$ cat src/rtl/pgc_pkg.sv
// Package: register map, field positions and reset values of the generator control block
package pgc_pkg;
  localparam int          NUM_UNITS  = 3;
  localparam int          CNT_W      = 16;
  localparam int          DB_W       = 8;
  localparam int          CTL_W      = 6;
  // Byte addresses
  localparam logic [11:0] OFF_GLOBAL = 12'h000;
  localparam logic [11:0] OFF_CTL0   = 12'h040;
  localparam logic [11:0] OFF_CTL1   = 12'h080;
  localparam logic [11:0] OFF_CTL2   = 12'h0c0;
  // Offsets inside one unit window
  localparam logic [5:0]  SUB_CTL    = 6'h00;
  localparam logic [5:0]  SUB_LOAD   = 6'h10;
  localparam logic [5:0]  SUB_CMPA   = 6'h14;
  localparam logic [5:0]  SUB_CMPB   = 6'h18;
  localparam logic [5:0]  SUB_COUNT  = 6'h1c;
  localparam logic [5:0]  SUB_DBAND  = 6'h28;
  // Control register fields
  localparam int          CTL_EN     = 0;
  localparam int          CTL_MODE   = 1;
  localparam int          CTL_DEBUG  = 2;
  localparam int          CTL_LDUPD  = 3;
  localparam int          CTL_CAUPD  = 4;
  localparam int          CTL_CBUPD  = 5;
  // Dead-band register fields
  localparam int          DB_PAIR    = 16;
  // Reset values
  localparam logic [CTL_W-1:0] CTL_RST = 6'h00;
  localparam logic [CNT_W-1:0] VAL_RST = 16'h0000;
  localparam logic [DB_W-1:0]  DB_RST  = 8'h00;
  // Bus responses
  localparam logic [1:0]  RESP_OK    = 2'h0;
  localparam logic [1:0]  RESP_SLVERR = 2'h2;
endpackage

$ cat src/rtl/pgc_top.sv
// Generator control top: AXI4-Lite register slave and three generator units
//
// Design decision made here: register access over AXI4-Lite.
`timescale 1ns/1ps
// How it works
// - Each unit has its own control register; unit 2 at 0x0C0.
// - Unit 0 drives output signals 0 and 1.
// - Unit 1 drives signals 2 and 3, unit 2 drives 4 and 5.
// - Independent mode: both outputs compare against the one shared counter.
// - Paired mode: complementary outputs with dead-band delay between edges.
// - Mode 0: count down from load to zero, reload, repeat.
// - Mode 1: count up to load, down to zero, repeat.
// - Enable 0: unit frozen, counter zero, outputs low.
// - Enable 1: unit counts and produces its outputs.
module pgc_top
  import pgc_pkg::*;
#(
  parameter int CW = CNT_W
) (
  input  wire logic        aclk,
  input  wire logic        aresetn,
  input  wire logic [11:0] awaddr,
  input  wire logic [2:0]  awprot,
  input  wire logic        awvalid,
  output logic             awready,
  input  wire logic [31:0] wdata,
  input  wire logic [3:0]  wstrb,
  input  wire logic        wvalid,
  output logic             wready,
  output logic [1:0]       bresp,
  output logic             bvalid,
  input  wire logic        bready,
  input  wire logic [11:0] araddr,
  input  wire logic [2:0]  arprot,
  input  wire logic        arvalid,
  output logic             arready,
  output logic [31:0]      rdata,
  output logic [1:0]       rresp,
  output logic             rvalid,
  input  wire logic        rready,
  input  wire logic        dbg_halt,
  output logic [5:0]       pwm_out
);
  typedef struct packed {
    logic                            aw_ok;
    logic [11:0]                     awaddr;
    logic                            w_ok;
    logic [31:0]                     wdata;
    logic [3:0]                      wstrb;
    logic                            awready;
    logic                            wready;
    logic                            bvalid;
    logic [1:0]                      bresp;
    logic                            arready;
    logic                            rvalid;
    logic [31:0]                     rdata;
    logic [1:0]                      rresp;
    logic [NUM_UNITS-1:0][CTL_W-1:0] ctl;
    logic [NUM_UNITS-1:0][CW-1:0]    load;
    logic [NUM_UNITS-1:0][CW-1:0]    cmpa;
    logic [NUM_UNITS-1:0][CW-1:0]    cmpb;
    logic [NUM_UNITS-1:0][DB_W-1:0]  db_dly;
    logic [NUM_UNITS-1:0]            db_pair;
    logic [NUM_UNITS-1:0][2:0]       wr_pulse;
    logic [NUM_UNITS-1:0]            sync;
  } pgc_top_st_t;

  pgc_top_st_t                  s;
  pgc_top_st_t                  next_s;
  logic [NUM_UNITS-1:0][CW-1:0] ucnt;
  logic [NUM_UNITS-1:0]         ua;
  logic [NUM_UNITS-1:0]         ub;
  logic [32:0]                  rd;
  logic [32:0]                  wr_cur;
  logic [31:0]                  m;
  logic [1:0]                   u;
  logic                         wr_fire;

  assign awready = s.awready;
  assign wready  = s.wready;
  assign bvalid  = s.bvalid;
  assign bresp   = s.bresp;
  assign arready = s.arready;
  assign rvalid  = s.rvalid;
  assign rdata   = s.rdata;
  assign rresp   = s.rresp;

  // Byte-lane merge of a write into the current register contents
  function automatic logic [31:0] merge(input logic [31:0] o, input logic [31:0] d,
                                        input logic [3:0] st);
    for (int b = 0; b < 4; b++) begin
      if (st[b]) begin
        o[8*b +: 8] = d[8*b +: 8];
      end
    end
    return o;
  endfunction

  // Register read-back; top bit flags a mapped address
  function automatic logic [32:0] reg_rd(input logic [11:0] a);
    logic [1:0]  ui;
    logic [31:0] v;
    logic        hit;
    ui  = a[7:6] - 2'd1;
    v   = 32'h0000_0000;
    hit = 1'b0;
    if (a == OFF_GLOBAL) begin
      hit = 1'b1; // Sync requests are pulses and read as zero
    end else if (a[11:8] == 4'h0 && a[7:6] != 2'd0) begin
      hit = 1'b1;
      case (a[5:0])
        SUB_CTL:   v[CTL_W-1:0] = s.ctl[ui];
        SUB_LOAD:  v[CW-1:0] = s.load[ui];
        SUB_CMPA:  v[CW-1:0] = s.cmpa[ui];
        SUB_CMPB:  v[CW-1:0] = s.cmpb[ui];
        SUB_COUNT: v[CW-1:0] = ucnt[ui];
        SUB_DBAND: begin
          v[DB_W-1:0] = s.db_dly[ui];
          v[DB_PAIR] = s.db_pair[ui];
        end
        default:   hit = 1'b0;
      endcase
    end
    return {hit, v};
  endfunction

  // Bus handshakes and register writes
  always_comb begin
    next_s = s;
    next_s.wr_pulse = '0;
    next_s.sync = '0;
    rd = reg_rd(araddr);
    wr_cur = reg_rd(s.awaddr);
    m = merge(wr_cur[31:0], s.wdata, s.wstrb);
    u = s.awaddr[7:6] - 2'd1;
    wr_fire = s.aw_ok && s.w_ok && !s.bvalid;
    if (awvalid && s.awready) begin
      next_s.aw_ok = 1'b1;
      next_s.awaddr = awaddr;
    end
    if (wvalid && s.wready) begin
      next_s.w_ok = 1'b1;
      next_s.wdata = wdata;
      next_s.wstrb = wstrb;
    end
    if (s.bvalid && bready) begin
      next_s.bvalid = 1'b0;
    end
    if (wr_fire) begin
      next_s.aw_ok = 1'b0;
      next_s.w_ok = 1'b0;
      next_s.bvalid = 1'b1;
      next_s.bresp = wr_cur[32] ? RESP_OK : RESP_SLVERR;
      if (s.awaddr == OFF_GLOBAL) begin
        next_s.sync = m[NUM_UNITS-1:0];
      end else if (wr_cur[32]) begin
        // Only the addressed unit's fields change
        case (s.awaddr[5:0])
          SUB_CTL: next_s.ctl[u] = m[CTL_W-1:0];
          SUB_LOAD: begin
            next_s.load[u] = m[CW-1:0];
            next_s.wr_pulse[u][0] = 1'b1;
          end
          SUB_CMPA: begin
            next_s.cmpa[u] = m[CW-1:0];
            next_s.wr_pulse[u][1] = 1'b1;
          end
          SUB_CMPB: begin
            next_s.cmpb[u] = m[CW-1:0];
            next_s.wr_pulse[u][2] = 1'b1;
          end
          SUB_DBAND: begin
            next_s.db_dly[u] = m[DB_W-1:0];
            next_s.db_pair[u] = m[DB_PAIR];
          end
          default: next_s.bresp = RESP_OK; // Count register ignores writes
        endcase
      end
    end
    // Ready drops while a word is held so a second one cannot overwrite it
    next_s.awready = !next_s.aw_ok && !next_s.bvalid;
    next_s.wready = !next_s.w_ok && !next_s.bvalid;
    if (arvalid && s.arready) begin
      next_s.rvalid = 1'b1;
      next_s.rdata = rd[31:0];
      next_s.rresp = rd[32] ? RESP_OK : RESP_SLVERR;
    end else if (s.rvalid && rready) begin
      next_s.rvalid = 1'b0;
    end
    next_s.arready = !next_s.rvalid;
  end

  // State register
  always_ff @(posedge aclk) begin
    if (!aresetn) begin
      s <= '0;
      s.ctl <= {NUM_UNITS{CTL_RST}};
      s.load <= {NUM_UNITS{VAL_RST}};
      s.cmpa <= {NUM_UNITS{VAL_RST}};
      s.cmpb <= {NUM_UNITS{VAL_RST}};
      s.db_dly <= {NUM_UNITS{DB_RST}};
    end else begin
      s <= next_s;
    end
  end

  // One unit per pin pair; unit n owns pins 2n and 2n+1
  for (genvar i = 0; i < NUM_UNITS; i++) begin : g_unit
    pgc_unit #(
      .CW (CW)
    ) u_unit (
      .aclk     (aclk),
      .aresetn  (aresetn),
      .ctl      (s.ctl[i]),
      .load_sh  (s.load[i]),
      .cmpa_sh  (s.cmpa[i]),
      .cmpb_sh  (s.cmpb[i]),
      .wr_pulse (s.wr_pulse[i]),
      .db_dly   (s.db_dly[i]),
      .db_pair  (s.db_pair[i]),
      .sync_req (s.sync[i]),
      .dbg_halt (dbg_halt),
      .cnt      (ucnt[i]),
      .out_a    (ua[i]),
      .out_b    (ub[i])
    );
    assign pwm_out[2*i]   = ua[i];
    assign pwm_out[2*i+1] = ub[i];
  end
endmodule

$ cat src/rtl/pgc_unit.sv
// One generator unit: shared counter, update shadows, output pair with dead-band
`timescale 1ns/1ps
module pgc_unit
  import pgc_pkg::*;
#(
  parameter int CW = CNT_W
) (
  input  wire logic              aclk,
  input  wire logic              aresetn,
  input  wire logic [CTL_W-1:0]  ctl,
  input  wire logic [CW-1:0]     load_sh,
  input  wire logic [CW-1:0]     cmpa_sh,
  input  wire logic [CW-1:0]     cmpb_sh,
  input  wire logic [2:0]        wr_pulse,
  input  wire logic [DB_W-1:0]   db_dly,
  input  wire logic              db_pair,
  input  wire logic              sync_req,
  input  wire logic              dbg_halt,
  output logic      [CW-1:0]     cnt,
  output logic                   out_a,
  output logic                   out_b
);
  typedef struct packed {
    logic [CW-1:0]   cnt;
    logic            up;
    logic            halted;
    logic [CW-1:0]   load_act;
    logic [CW-1:0]   cmpa_act;
    logic [CW-1:0]   cmpb_act;
    logic [2:0]      dirty;
    logic            armed;
    logic            raw_prev;
    logic [DB_W-1:0] db_cnt;
    logic            out_a;
    logic            out_b;
  } pgc_unit_st_t;

  pgc_unit_st_t s;
  pgc_unit_st_t next_s;
  logic         hold;
  logic         step;
  logic         zero;
  logic [2:0]   take;
  logic [2:0]   upd;
  logic [CW-1:0] nl;
  logic         raw_a;
  logic         raw_b;
  logic         gate;

  assign cnt   = s.cnt;
  assign out_a = s.out_a;
  assign out_b = s.out_b;

  // Counter, shadow transfer, debug halt and output shaping
  always_comb begin
    next_s = s;
    hold = dbg_halt && !ctl[CTL_DEBUG] && (s.halted || s.cnt == '0);
    step = ctl[CTL_EN] && !hold;
    zero = step && (s.cnt == '0);
    upd  = {ctl[CTL_CBUPD], ctl[CTL_CAUPD], ctl[CTL_LDUPD]};
    take = {3{zero}} & s.dirty & (~upd | {3{s.armed}});
    nl   = take[0] ? load_sh : s.load_act;
    raw_a = s.cnt < s.cmpa_act;
    raw_b = s.cnt < s.cmpb_act;
    gate  = (raw_a == s.raw_prev) && (s.db_cnt >= db_dly);
    next_s.halted = ctl[CTL_EN] && hold;
    // A write landing on the transfer cycle stays pending: set wins
    next_s.dirty = wr_pulse | (s.dirty & ~take);
    next_s.armed = sync_req | (s.armed & ~zero);
    next_s.load_act = nl;
    if (take[1]) begin
      next_s.cmpa_act = cmpa_sh;
    end
    if (take[2]) begin
      next_s.cmpb_act = cmpb_sh;
    end
    if (!ctl[CTL_EN]) begin
      // Disabled unit stands frozen at zero with both pins low
      next_s.cnt = '0;
      next_s.up = 1'b1;
      next_s.out_a = 1'b0;
      next_s.out_b = 1'b0;
      next_s.db_cnt = '0;
      next_s.raw_prev = 1'b0;
    end else begin
      if (step) begin
        if (!ctl[CTL_MODE]) begin
          next_s.up = 1'b0;
          next_s.cnt = (s.cnt == '0) ? nl : s.cnt - 1'b1;
        end else if (s.cnt == '0) begin
          next_s.up = 1'b1;
          next_s.cnt = (nl != '0) ? {{(CW-1){1'b0}}, 1'b1} : '0;
        end else if (s.up && s.cnt < nl) begin
          next_s.cnt = s.cnt + 1'b1;
        end else begin
          next_s.up = 1'b0;
          next_s.cnt = s.cnt - 1'b1;
        end
      end
      if (!db_pair) begin
        next_s.out_a = raw_a;
        next_s.out_b = raw_b;
      end else begin
        // Both pins stay low until the edge has aged by the delay
        next_s.raw_prev = raw_a;
        if (raw_a != s.raw_prev) begin
          next_s.db_cnt = '0;
        end else if (s.db_cnt != {DB_W{1'b1}}) begin
          next_s.db_cnt = s.db_cnt + 1'b1;
        end
        next_s.out_a = raw_a && gate;
        next_s.out_b = !raw_a && gate;
      end
    end
  end

  // State register
  always_ff @(posedge aclk) begin
    if (!aresetn) begin
      s <= '{cnt: '0, up: 1'b1, halted: 1'b0, load_act: '0, cmpa_act: '0, cmpb_act: '0,
             dirty: 3'h0, armed: 1'b0, raw_prev: 1'b0, db_cnt: '0, out_a: 1'b0,
             out_b: 1'b0};
    end else begin
      s <= next_s;
    end
  end
endmodule
$ cat config.mk
export PLATFORM = sky130hd
export DESIGN_NAME = pgc_top
export DESIGN_NICKNAME = d
export VERILOG_FILES = /design/src/rtl/pgc_pkg.sv /design/src/rtl/pgc_top.sv /design/src/rtl/pgc_unit.sv
export SDC_FILE = /design/constraint.sdc
export NUM_CORES = 2
export LEC_CHECK = 0
export ABC_AREA = 1
export ABC_CLOCK_PERIOD_IN_PS = 4350
export BUFFER_PORTS_ARGS = -buffer_cell sky130_fd_sc_hd__buf_4
export CORE_ASPECT_RATIO = 1.5
export CORE_MARGIN = 2
export CORE_UTILIZATION = 25
export CTS_CLUSTER_DIAMETER = 60
export DETAILED_ROUTE_END_ITERATION = 8
export GPL_ROUTABILITY_DRIVEN = 1
export PLACE_DENSITY = 0.37
export SETUP_SLACK_MARGIN = 0.1
export SLEW_MARGIN = 20
export SYNTH_ARGS = -nofsm -noshare
export SYNTH_HDL_FRONTEND = slang
export SYNTH_HIERARCHICAL = 1
export SYNTH_SLANG_ARGS = --single-unit
export TNS_END_PERCENT = 30
$ cat constraint.sdc
create_clock -name aclk -period 4.35 [get_ports aclk]
set_input_delay 0.87 -clock aclk [delete_from_list [all_inputs] [get_ports aclk]]
set_output_delay 0.87 -clock aclk [all_outputs]
set_load 0.005 [all_outputs]
## Word level (Yosys, flattened, before mapping)

Index checks and enable logic that the tools add are counted.
W data, S select, Z words.

| storage, ports and cells | value |
|---|---|
| flip-flop bits (word level) | 520 |
| input bits | 74 |
| output and inout port bits | 47 |
| logic and storage cells | 356 |

| operators by class | value |
|---|---|
| $add $sub $neg | 11 |
| $lt $le $gt $ge | 15 |
| eq/ne operators | 22 |
| multiplexer cells | 113 |
| bitwise operators | 34 |
| reduce and logical (&&, ||, !) cells | 92 |

Operators by type and width:

| cell | count |
|---|---|
| $mux W16 | 18 |
| $bmux W16 S2 | 8 |
| $mux W17 | 10 |
| $bwmux W48 | 3 |
| $lt A16 B16 Y1 | 9 |
| $mux W8 | 11 |
| $pmux W6 S6 | 2 |
| $pmux W8 S4 | 2 |
| $add A16 B1 Y16 const B | 3 |
| $eq A6 B5 Y1 const B | 8 |
| $logic_not A16 Y1 | 3 |
| $reduce_bool A16 Y1 | 3 |
| $sub A16 B1 Y16 const B | 3 |
| $logic_and A1 B1 Y1 | 39 |
| $mux W37 | 1 |
| $bmux W8 S2 | 2 |
| $demux W16 S2 | 1 |
| $and A3 B3 Y3 | 9 |
| $pmux W9 S3 | 1 |
| $add A8 B1 Y8 const B | 3 |
| $bmux W6 S2 | 2 |
| $bwmux W24 | 1 |
| $ge A8 B8 Y1 | 3 |
| $logic_not A12 Y1 | 2 |
| 37 further kinds | 140 |

## Logic depth before layout (Yosys ltp)

| depth | value |
|---|---|
| depth in word-level cells | 14 |
| depth in mapped cells | 26 |
| depth with buffers taken out | 24 |

## By module

The synthesis kept the hierarchy.

By module, submodules not included:

| module | instances | cells each | area each (sq um) | sequential area each (sq um) |
|---|---|---|---|---|
| pgc_top | 1 | 2765 | 16095.4 | 5185.0 |
| pgc_unit at g_unit[0].u_unit | 1 | 750 | 5596.6 | 1621.6 |
| pgc_unit at g_unit[2].u_unit | 1 | 758 | 5540.3 | 1621.6 |
| pgc_unit at g_unit[1].u_unit | 1 | 757 | 5509.0 | 1621.6 |

## Least setup slack after synthesis

OpenSTA, ideal clock, no wires.

| timing | value |
|---|---|
| path kind | in2reg |
| start point | input port dbg_halt |
| end point | register g_unit[0].u_unit.s (netlist bit g_unit[0].u_unit/cnt[4]) |
| setup time | 122 ps |
| data arrival time | 3361 ps |
| required time | 4228 ps |
| path slack | 867 ps |
| cell stages on the path | 14 |
| buffers on the path | 2 |
| path through | inv_1 nor2_1 nand2_4 nand4_4 buf_2 mux2i_1 ha_1 nand2_1 nand3b_1 nor3_2 clkbuf_1 nand3_1 nand3_2 a21oi_2 |

| between the ends | value |
|---|---|
| cells in the longest elaborated chain, start to end | 13 |
| elaborated cells on any way between the ends | 14 |
| classes of those cells | order compare (1); mux (5); bitwise (2); reduce/logical (6) |

RTL lines:

| element | RTL line | RTL |
|---|---|---|
| start: declaration | pgc_top.sv:41 | `input wire logic dbg_halt,` |
| $logic_and A1 B1 Y1 * (2 in series) | pgc_unit.sv:57 | `hold = dbg_halt && !ctl[CTL_DEBUG] && (s.halted \|\| s.cnt == '0);` |
| $logic_not A1 Y1 * | pgc_unit.sv:58 | `step = ctl[CTL_EN] && !hold;` |
| $logic_and A1 B1 Y1 * | pgc_unit.sv:58 |  |
| $logic_and A1 B1 Y1 | pgc_unit.sv:59 | `zero = step && (s.cnt == '0);` |
| $and A3 B3 Y3 (2 in series) | pgc_unit.sv:61 | `take = {3{zero}} & s.dirty & (~upd \| {3{s.armed}});` |
| $mux W16 | pgc_unit.sv:62 | `nl = take[0] ? load_sh : s.load_act;` |
| $lt A16 B16 Y1 | pgc_unit.sv:93 | `end else if (s.up && s.cnt < nl) begin` |
| $logic_and A1 B1 Y1 | pgc_unit.sv:93 |  |
| $mux W16 | pgc_unit.sv:93 |  |
| $mux W17 | pgc_unit.sv:90 | `end else if (s.cnt == '0) begin` |
| $mux W17 | pgc_unit.sv:87 | `if (!ctl[CTL_MODE]) begin` |
| end signal: assignment | pgc_unit.sv:120 | `s <= '{cnt: '0, up: 1'b1, halted: 1'b0, load_act: '0, cmpa_act: '0, cmpb_act: '0,` |
| end signal: assignment | pgc_unit.sv:124 | `s <= next_s;` |
| end: declaration | pgc_unit.sv:38 | `pgc_unit_st_t s;` |

Every way passes the cells marked *; elsewhere a longest branch is shown, timed or not.
A chain may end at the register's enable or synchronous reset.

## Worst setup path after layout

| timing | value |
|---|---|
| start point | register g_unit[1].u_unit.s (netlist bit g_unit[1].u_unit/cnt[0]) |
| end point | register g_unit[1].u_unit.s (netlist bit g_unit[1].u_unit/cnt[8]) |

| between the ends | value |
|---|---|
| cells in the longest elaborated chain, start to end | 14 |
| elaborated cells on any way between the ends | 17 |
| classes of those cells | add/sub (2); order compare (1); mux (5); bitwise (2); reduce/logical (7) |

RTL lines:

| element | RTL line |
|---|---|
| start: declaration | pgc_unit.sv:38 |
| start signal: assignment | pgc_unit.sv:120 |
| start signal: assignment | pgc_unit.sv:124 |
| $logic_not A16 Y1 | n/a |
| $logic_or A1 B1 Y1 | pgc_unit.sv:57 |
| $logic_and A1 B1 Y1 | pgc_unit.sv:57 |
| $logic_not A1 Y1 | pgc_unit.sv:58 |
| $logic_and A1 B1 Y1 | pgc_unit.sv:58 |
| $logic_and A1 B1 Y1 | pgc_unit.sv:59 |
| $and A3 B3 Y3 (2 in series) | pgc_unit.sv:61 |
| $mux W16 | pgc_unit.sv:62 |
| $lt A16 B16 Y1 | pgc_unit.sv:93 |
| $logic_and A1 B1 Y1 | pgc_unit.sv:93 |
| $mux W16 | pgc_unit.sv:93 |
| $mux W17 | pgc_unit.sv:90 |
| $mux W17 | pgc_unit.sv:87 |

Parallel ways exist; a longest one is shown, timed or not.

==> impl_metrics.tcl <==
set metrics [dict create \
    drtPass1Iterations 6 \
    drc 0 \
    startpoint_type "register" \
    hpwl_um 112000 \
    rrSetupSlack_ps 650 \
    ir_worst_vdd_v 0.000452 \
    synth_edf_count 0 \
    r2r_start "g_unit[1].u_unit/cnt[0]$_SDFFE_PN0N_" \
    ys_top_cells_by_count "nand2_1 (1,108), inv_1 (650), nor2_1 (582)" \
    grt_antenna_before_repair 4 \
    cp-end-kind "register" \
    critPathKind "reg -> reg" \
    ant_nets 0 \
    tightestPinTransition_ps 1120 \
    io_buffers 81 \
    root_buffer "clkbuf_16" \
    cts-htree-levels 2 \
    worstRegToRegCells 20 \
    synthCells 5030 \
    maxSlewViolCount 0 \
    ys_ff_latch 502 \
    synth_most_common_cell "nand2_1" \
    worstPathCellList "inv_1 > ha_1 > nand2_4 > nor2_4 > nand2_1 > nand2_2 > nand2_2 > nand4_4 > buf_4 > or2_2 > o21ai_1 > ha_1 > a21oi_1 > nand3b_1 > a21oi_1 > nor3_2 > buf_4 > nand3_1 > nand3_1 > a21oi_1" \
    place.gp.congestion 0.866 \
    min_from "wdata[6]" \
    worst-endpoint-required_ps 4910 \
    setup_viol 0 \
    postCtsSetupBuffers 0 \
    avgSynthCellArea_sq_um 6.51 \
    core-area_sq_um 130000 \
    synth_area_leaders "dfxtp_1 (31%), nand2_1 (13%), nand3_1 (7.5%), inv_1 (7.5%), nor2_1 (6.7%)" \
    synth_ff_type "dfxtp_1" \
    status "finished clean" \
    clock_sinks 502 \
    min_path_type "in -> reg" \
    tns_ps 0 \
    dpl_cell_area_sq_um 35200 \
    overflow 0 \
    fin_area_sq_um 37200 \
    nFillCells 14500 \
    slew_headroom_pct 25.3 \
    row_count 162 \
    route.vias.total 31700 \
    multi_input_area_sq_um 18500 \
    die-area_sq_um 134000 \
    ys_types 60 \
    r2r_end "g_unit[1].u_unit/cnt[8]$_SDFFE_PN0N_" \
    area_delta_synth_final_pct 13.8 \
    cp_slowest_stage_delay_ps 320 \
    skew_ps 33.2 \
    die_width_um 299 \
    numCtsBuffers 59 \
    pin_count 121 \
    cp_slowest_cell "dfxtp_1" \
    async_reset_ff_share_pct 0 \
    total_power_uw 10900 \
    track_usage_pct 21.7 \
    clock.fmax_ghz 0.270 \
    finalCritPeriodShare_pct 85.0 \
    fin_nets 5274 \
    path_delay_family "simple AND/OR/NAND/NOR gates" \
    rsz0062_at_grt "no" \
    netlist_area_sq_um 32700 \
    yosys.area.top_type "dfxtp_1" \
    finalWirelength_um 147000 \
    insertion_delay_ps 680 \
    wl_per_cell_um 21.6 \
    crit_top_cell "a21oi_1" \
    seqCellArea_sq_um 10100 \
    grt_pass1_wl_um 214000 \
    ys_seq_area_share_pct 30.7 \
    critPathMaxFanout 11 \
    total_leakage_power_uw 0.0165 \
    cts-resized-gates 0 \
    dr.first_iter.drc_count 1985 \
    drive_above_1_share_pct 10.3 \
    path_clk_slew_ps 60 \
    pwr_density_cell_nw_per_um2 294 \
    grt_pass1_vias 30900 \
    arrival_ps 4250 \
    holdPathStages 3 \
    drv_cap 0 \
    holdPathEnd "s[252]$_SDFFE_PN0P_" \
    netlist.area_leader.share_pct 30.7 \
    finalHoldViolations 0 \
    initial_core_util_pct 25.2 \
    die_y_um 447 \
    grt_max_degree 182 \
    vias_per_cell 4.66 \
    path_buf_inv 3 \
    cts_tree "yes" \
    cts_hold_buffers 0 \
    cts_buffer_depth 3 \
    final.min_clock_period_ps 3700 \
    ys_warn_count 6 \
]
-- cells in the final DEF, fill, tap and decap left out, drive strengths merged, types with 75 or more instances in the layout --
cell    instances
xor2           75
clkbuf         80
inv           672
ha            173
a211oi        103
dfxtp         502
a21oi         337
nand3         508
buf           247
nand2        1152
nor2          634
o21ai         346
-- state kept, by name, indices dropped and copies added (netlist names) --
signal	flops
g_unit.u_unit/s	189
rresp	1
awready	1
arready	1
g_unit.u_unit/out_a	3
g_unit.u_unit/out_b	3
bresp	1
s	235
wready	1
g_unit.u_unit/cnt	48
bvalid	1
rvalid	1
rdata	17
-- layout make-up --
class | count | area share [%]
multi-input cells | 3541 | 49.6
flip-flops and latches | 502 | 27.0
inverters | 676 | 6.83
well taps | 1722 | 5.78
repair buffers | 247 | 5.21
clock buffers | 80 | 4.56
clock inverters | 28 | 0.964
diodes | 2 | 0.0134
-- through the flow --
step / std cells / hold slack (ps) / setup WS, ps / util [%]
2_1_floorplan: 5046 / 413 / 867 / -
3_3_place_gp: 6688 / 418 / 456 / 27.1
3_5_place_dp: 6688 / 432 / 451 / 27.1
4_1_cts: 6796 / 404 / 611 / 28.7
5_1_grt: 6798 / 454 / 321 / 28.7
6_report: 6798 / 433 / 653 / 28.7
-- where the power goes --
group / switching, uW / internal [uW] / total, uW
logic: 633 / 220 / 853
clock network: 2280 / 3150 / 5430
registers: 31.0 / 4620 / 4650
-- worst register-to-register path, delay by kind of cell, from the launching register on --
family | cells | cell delay, ps
fa+ha+maj | 2 | 570
flops | 1 | 320
compound gates | 4 | 450
buf+inv | 3 | 590
simple gates | 11 | 1640
-- cell families (layout without fill, tap and decap cells) --
kind of cell	Yosys count	count (layout)	synth area share (%)
other	1	19	0.0115
XOR/XNOR	92	92	2.46
adder cells (fa/ha/maj)	173	173	6.61
buffers and inverters	1003	1031	13.1
multiplexers	12	12	0.367
AND/OR/NAND/NOR	2401	2401	32.4
AO/OA/AOI/OAI	846	846	14.4
flip-flops	502	502	30.7
-- how the worst max path moves through the flow --
stage                                                  endpoint                                 start  cells after the start
after floorplan            g_unit[0].u_unit/cnt[4]$_SDFFE_PN0N_                              dbg_halt                     14
after global placement     g_unit[2].u_unit/cnt[2]$_SDFFE_PN0N_                              dbg_halt                     17
after detailed placement  g_unit[2].u_unit/cnt[15]$_SDFFE_PN0N_                              dbg_halt                     16
after CTS                  g_unit[1].u_unit/cnt[8]$_SDFFE_PN0N_  g_unit[1].u_unit/cnt[0]$_SDFFE_PN0N_                     20
after global routing       g_unit[1].u_unit/cnt[2]$_SDFFE_PN0N_  g_unit[1].u_unit/cnt[0]$_SDFFE_PN0N_                     20
final                      g_unit[1].u_unit/cnt[8]$_SDFFE_PN0N_  g_unit[1].u_unit/cnt[0]$_SDFFE_PN0N_                     20
-- per-layer routing --
metal  track usage, %  part of all wire, %  vias up
met5                0                0.018        -
met2             39.8                   51      625
met4             9.95                  5.1        4
met1             25.2                   41    14800
li1                 -                    -    16100
met3             1.99                  3.1      203
No activity file was read; power rests on OpenSTA's default activity.
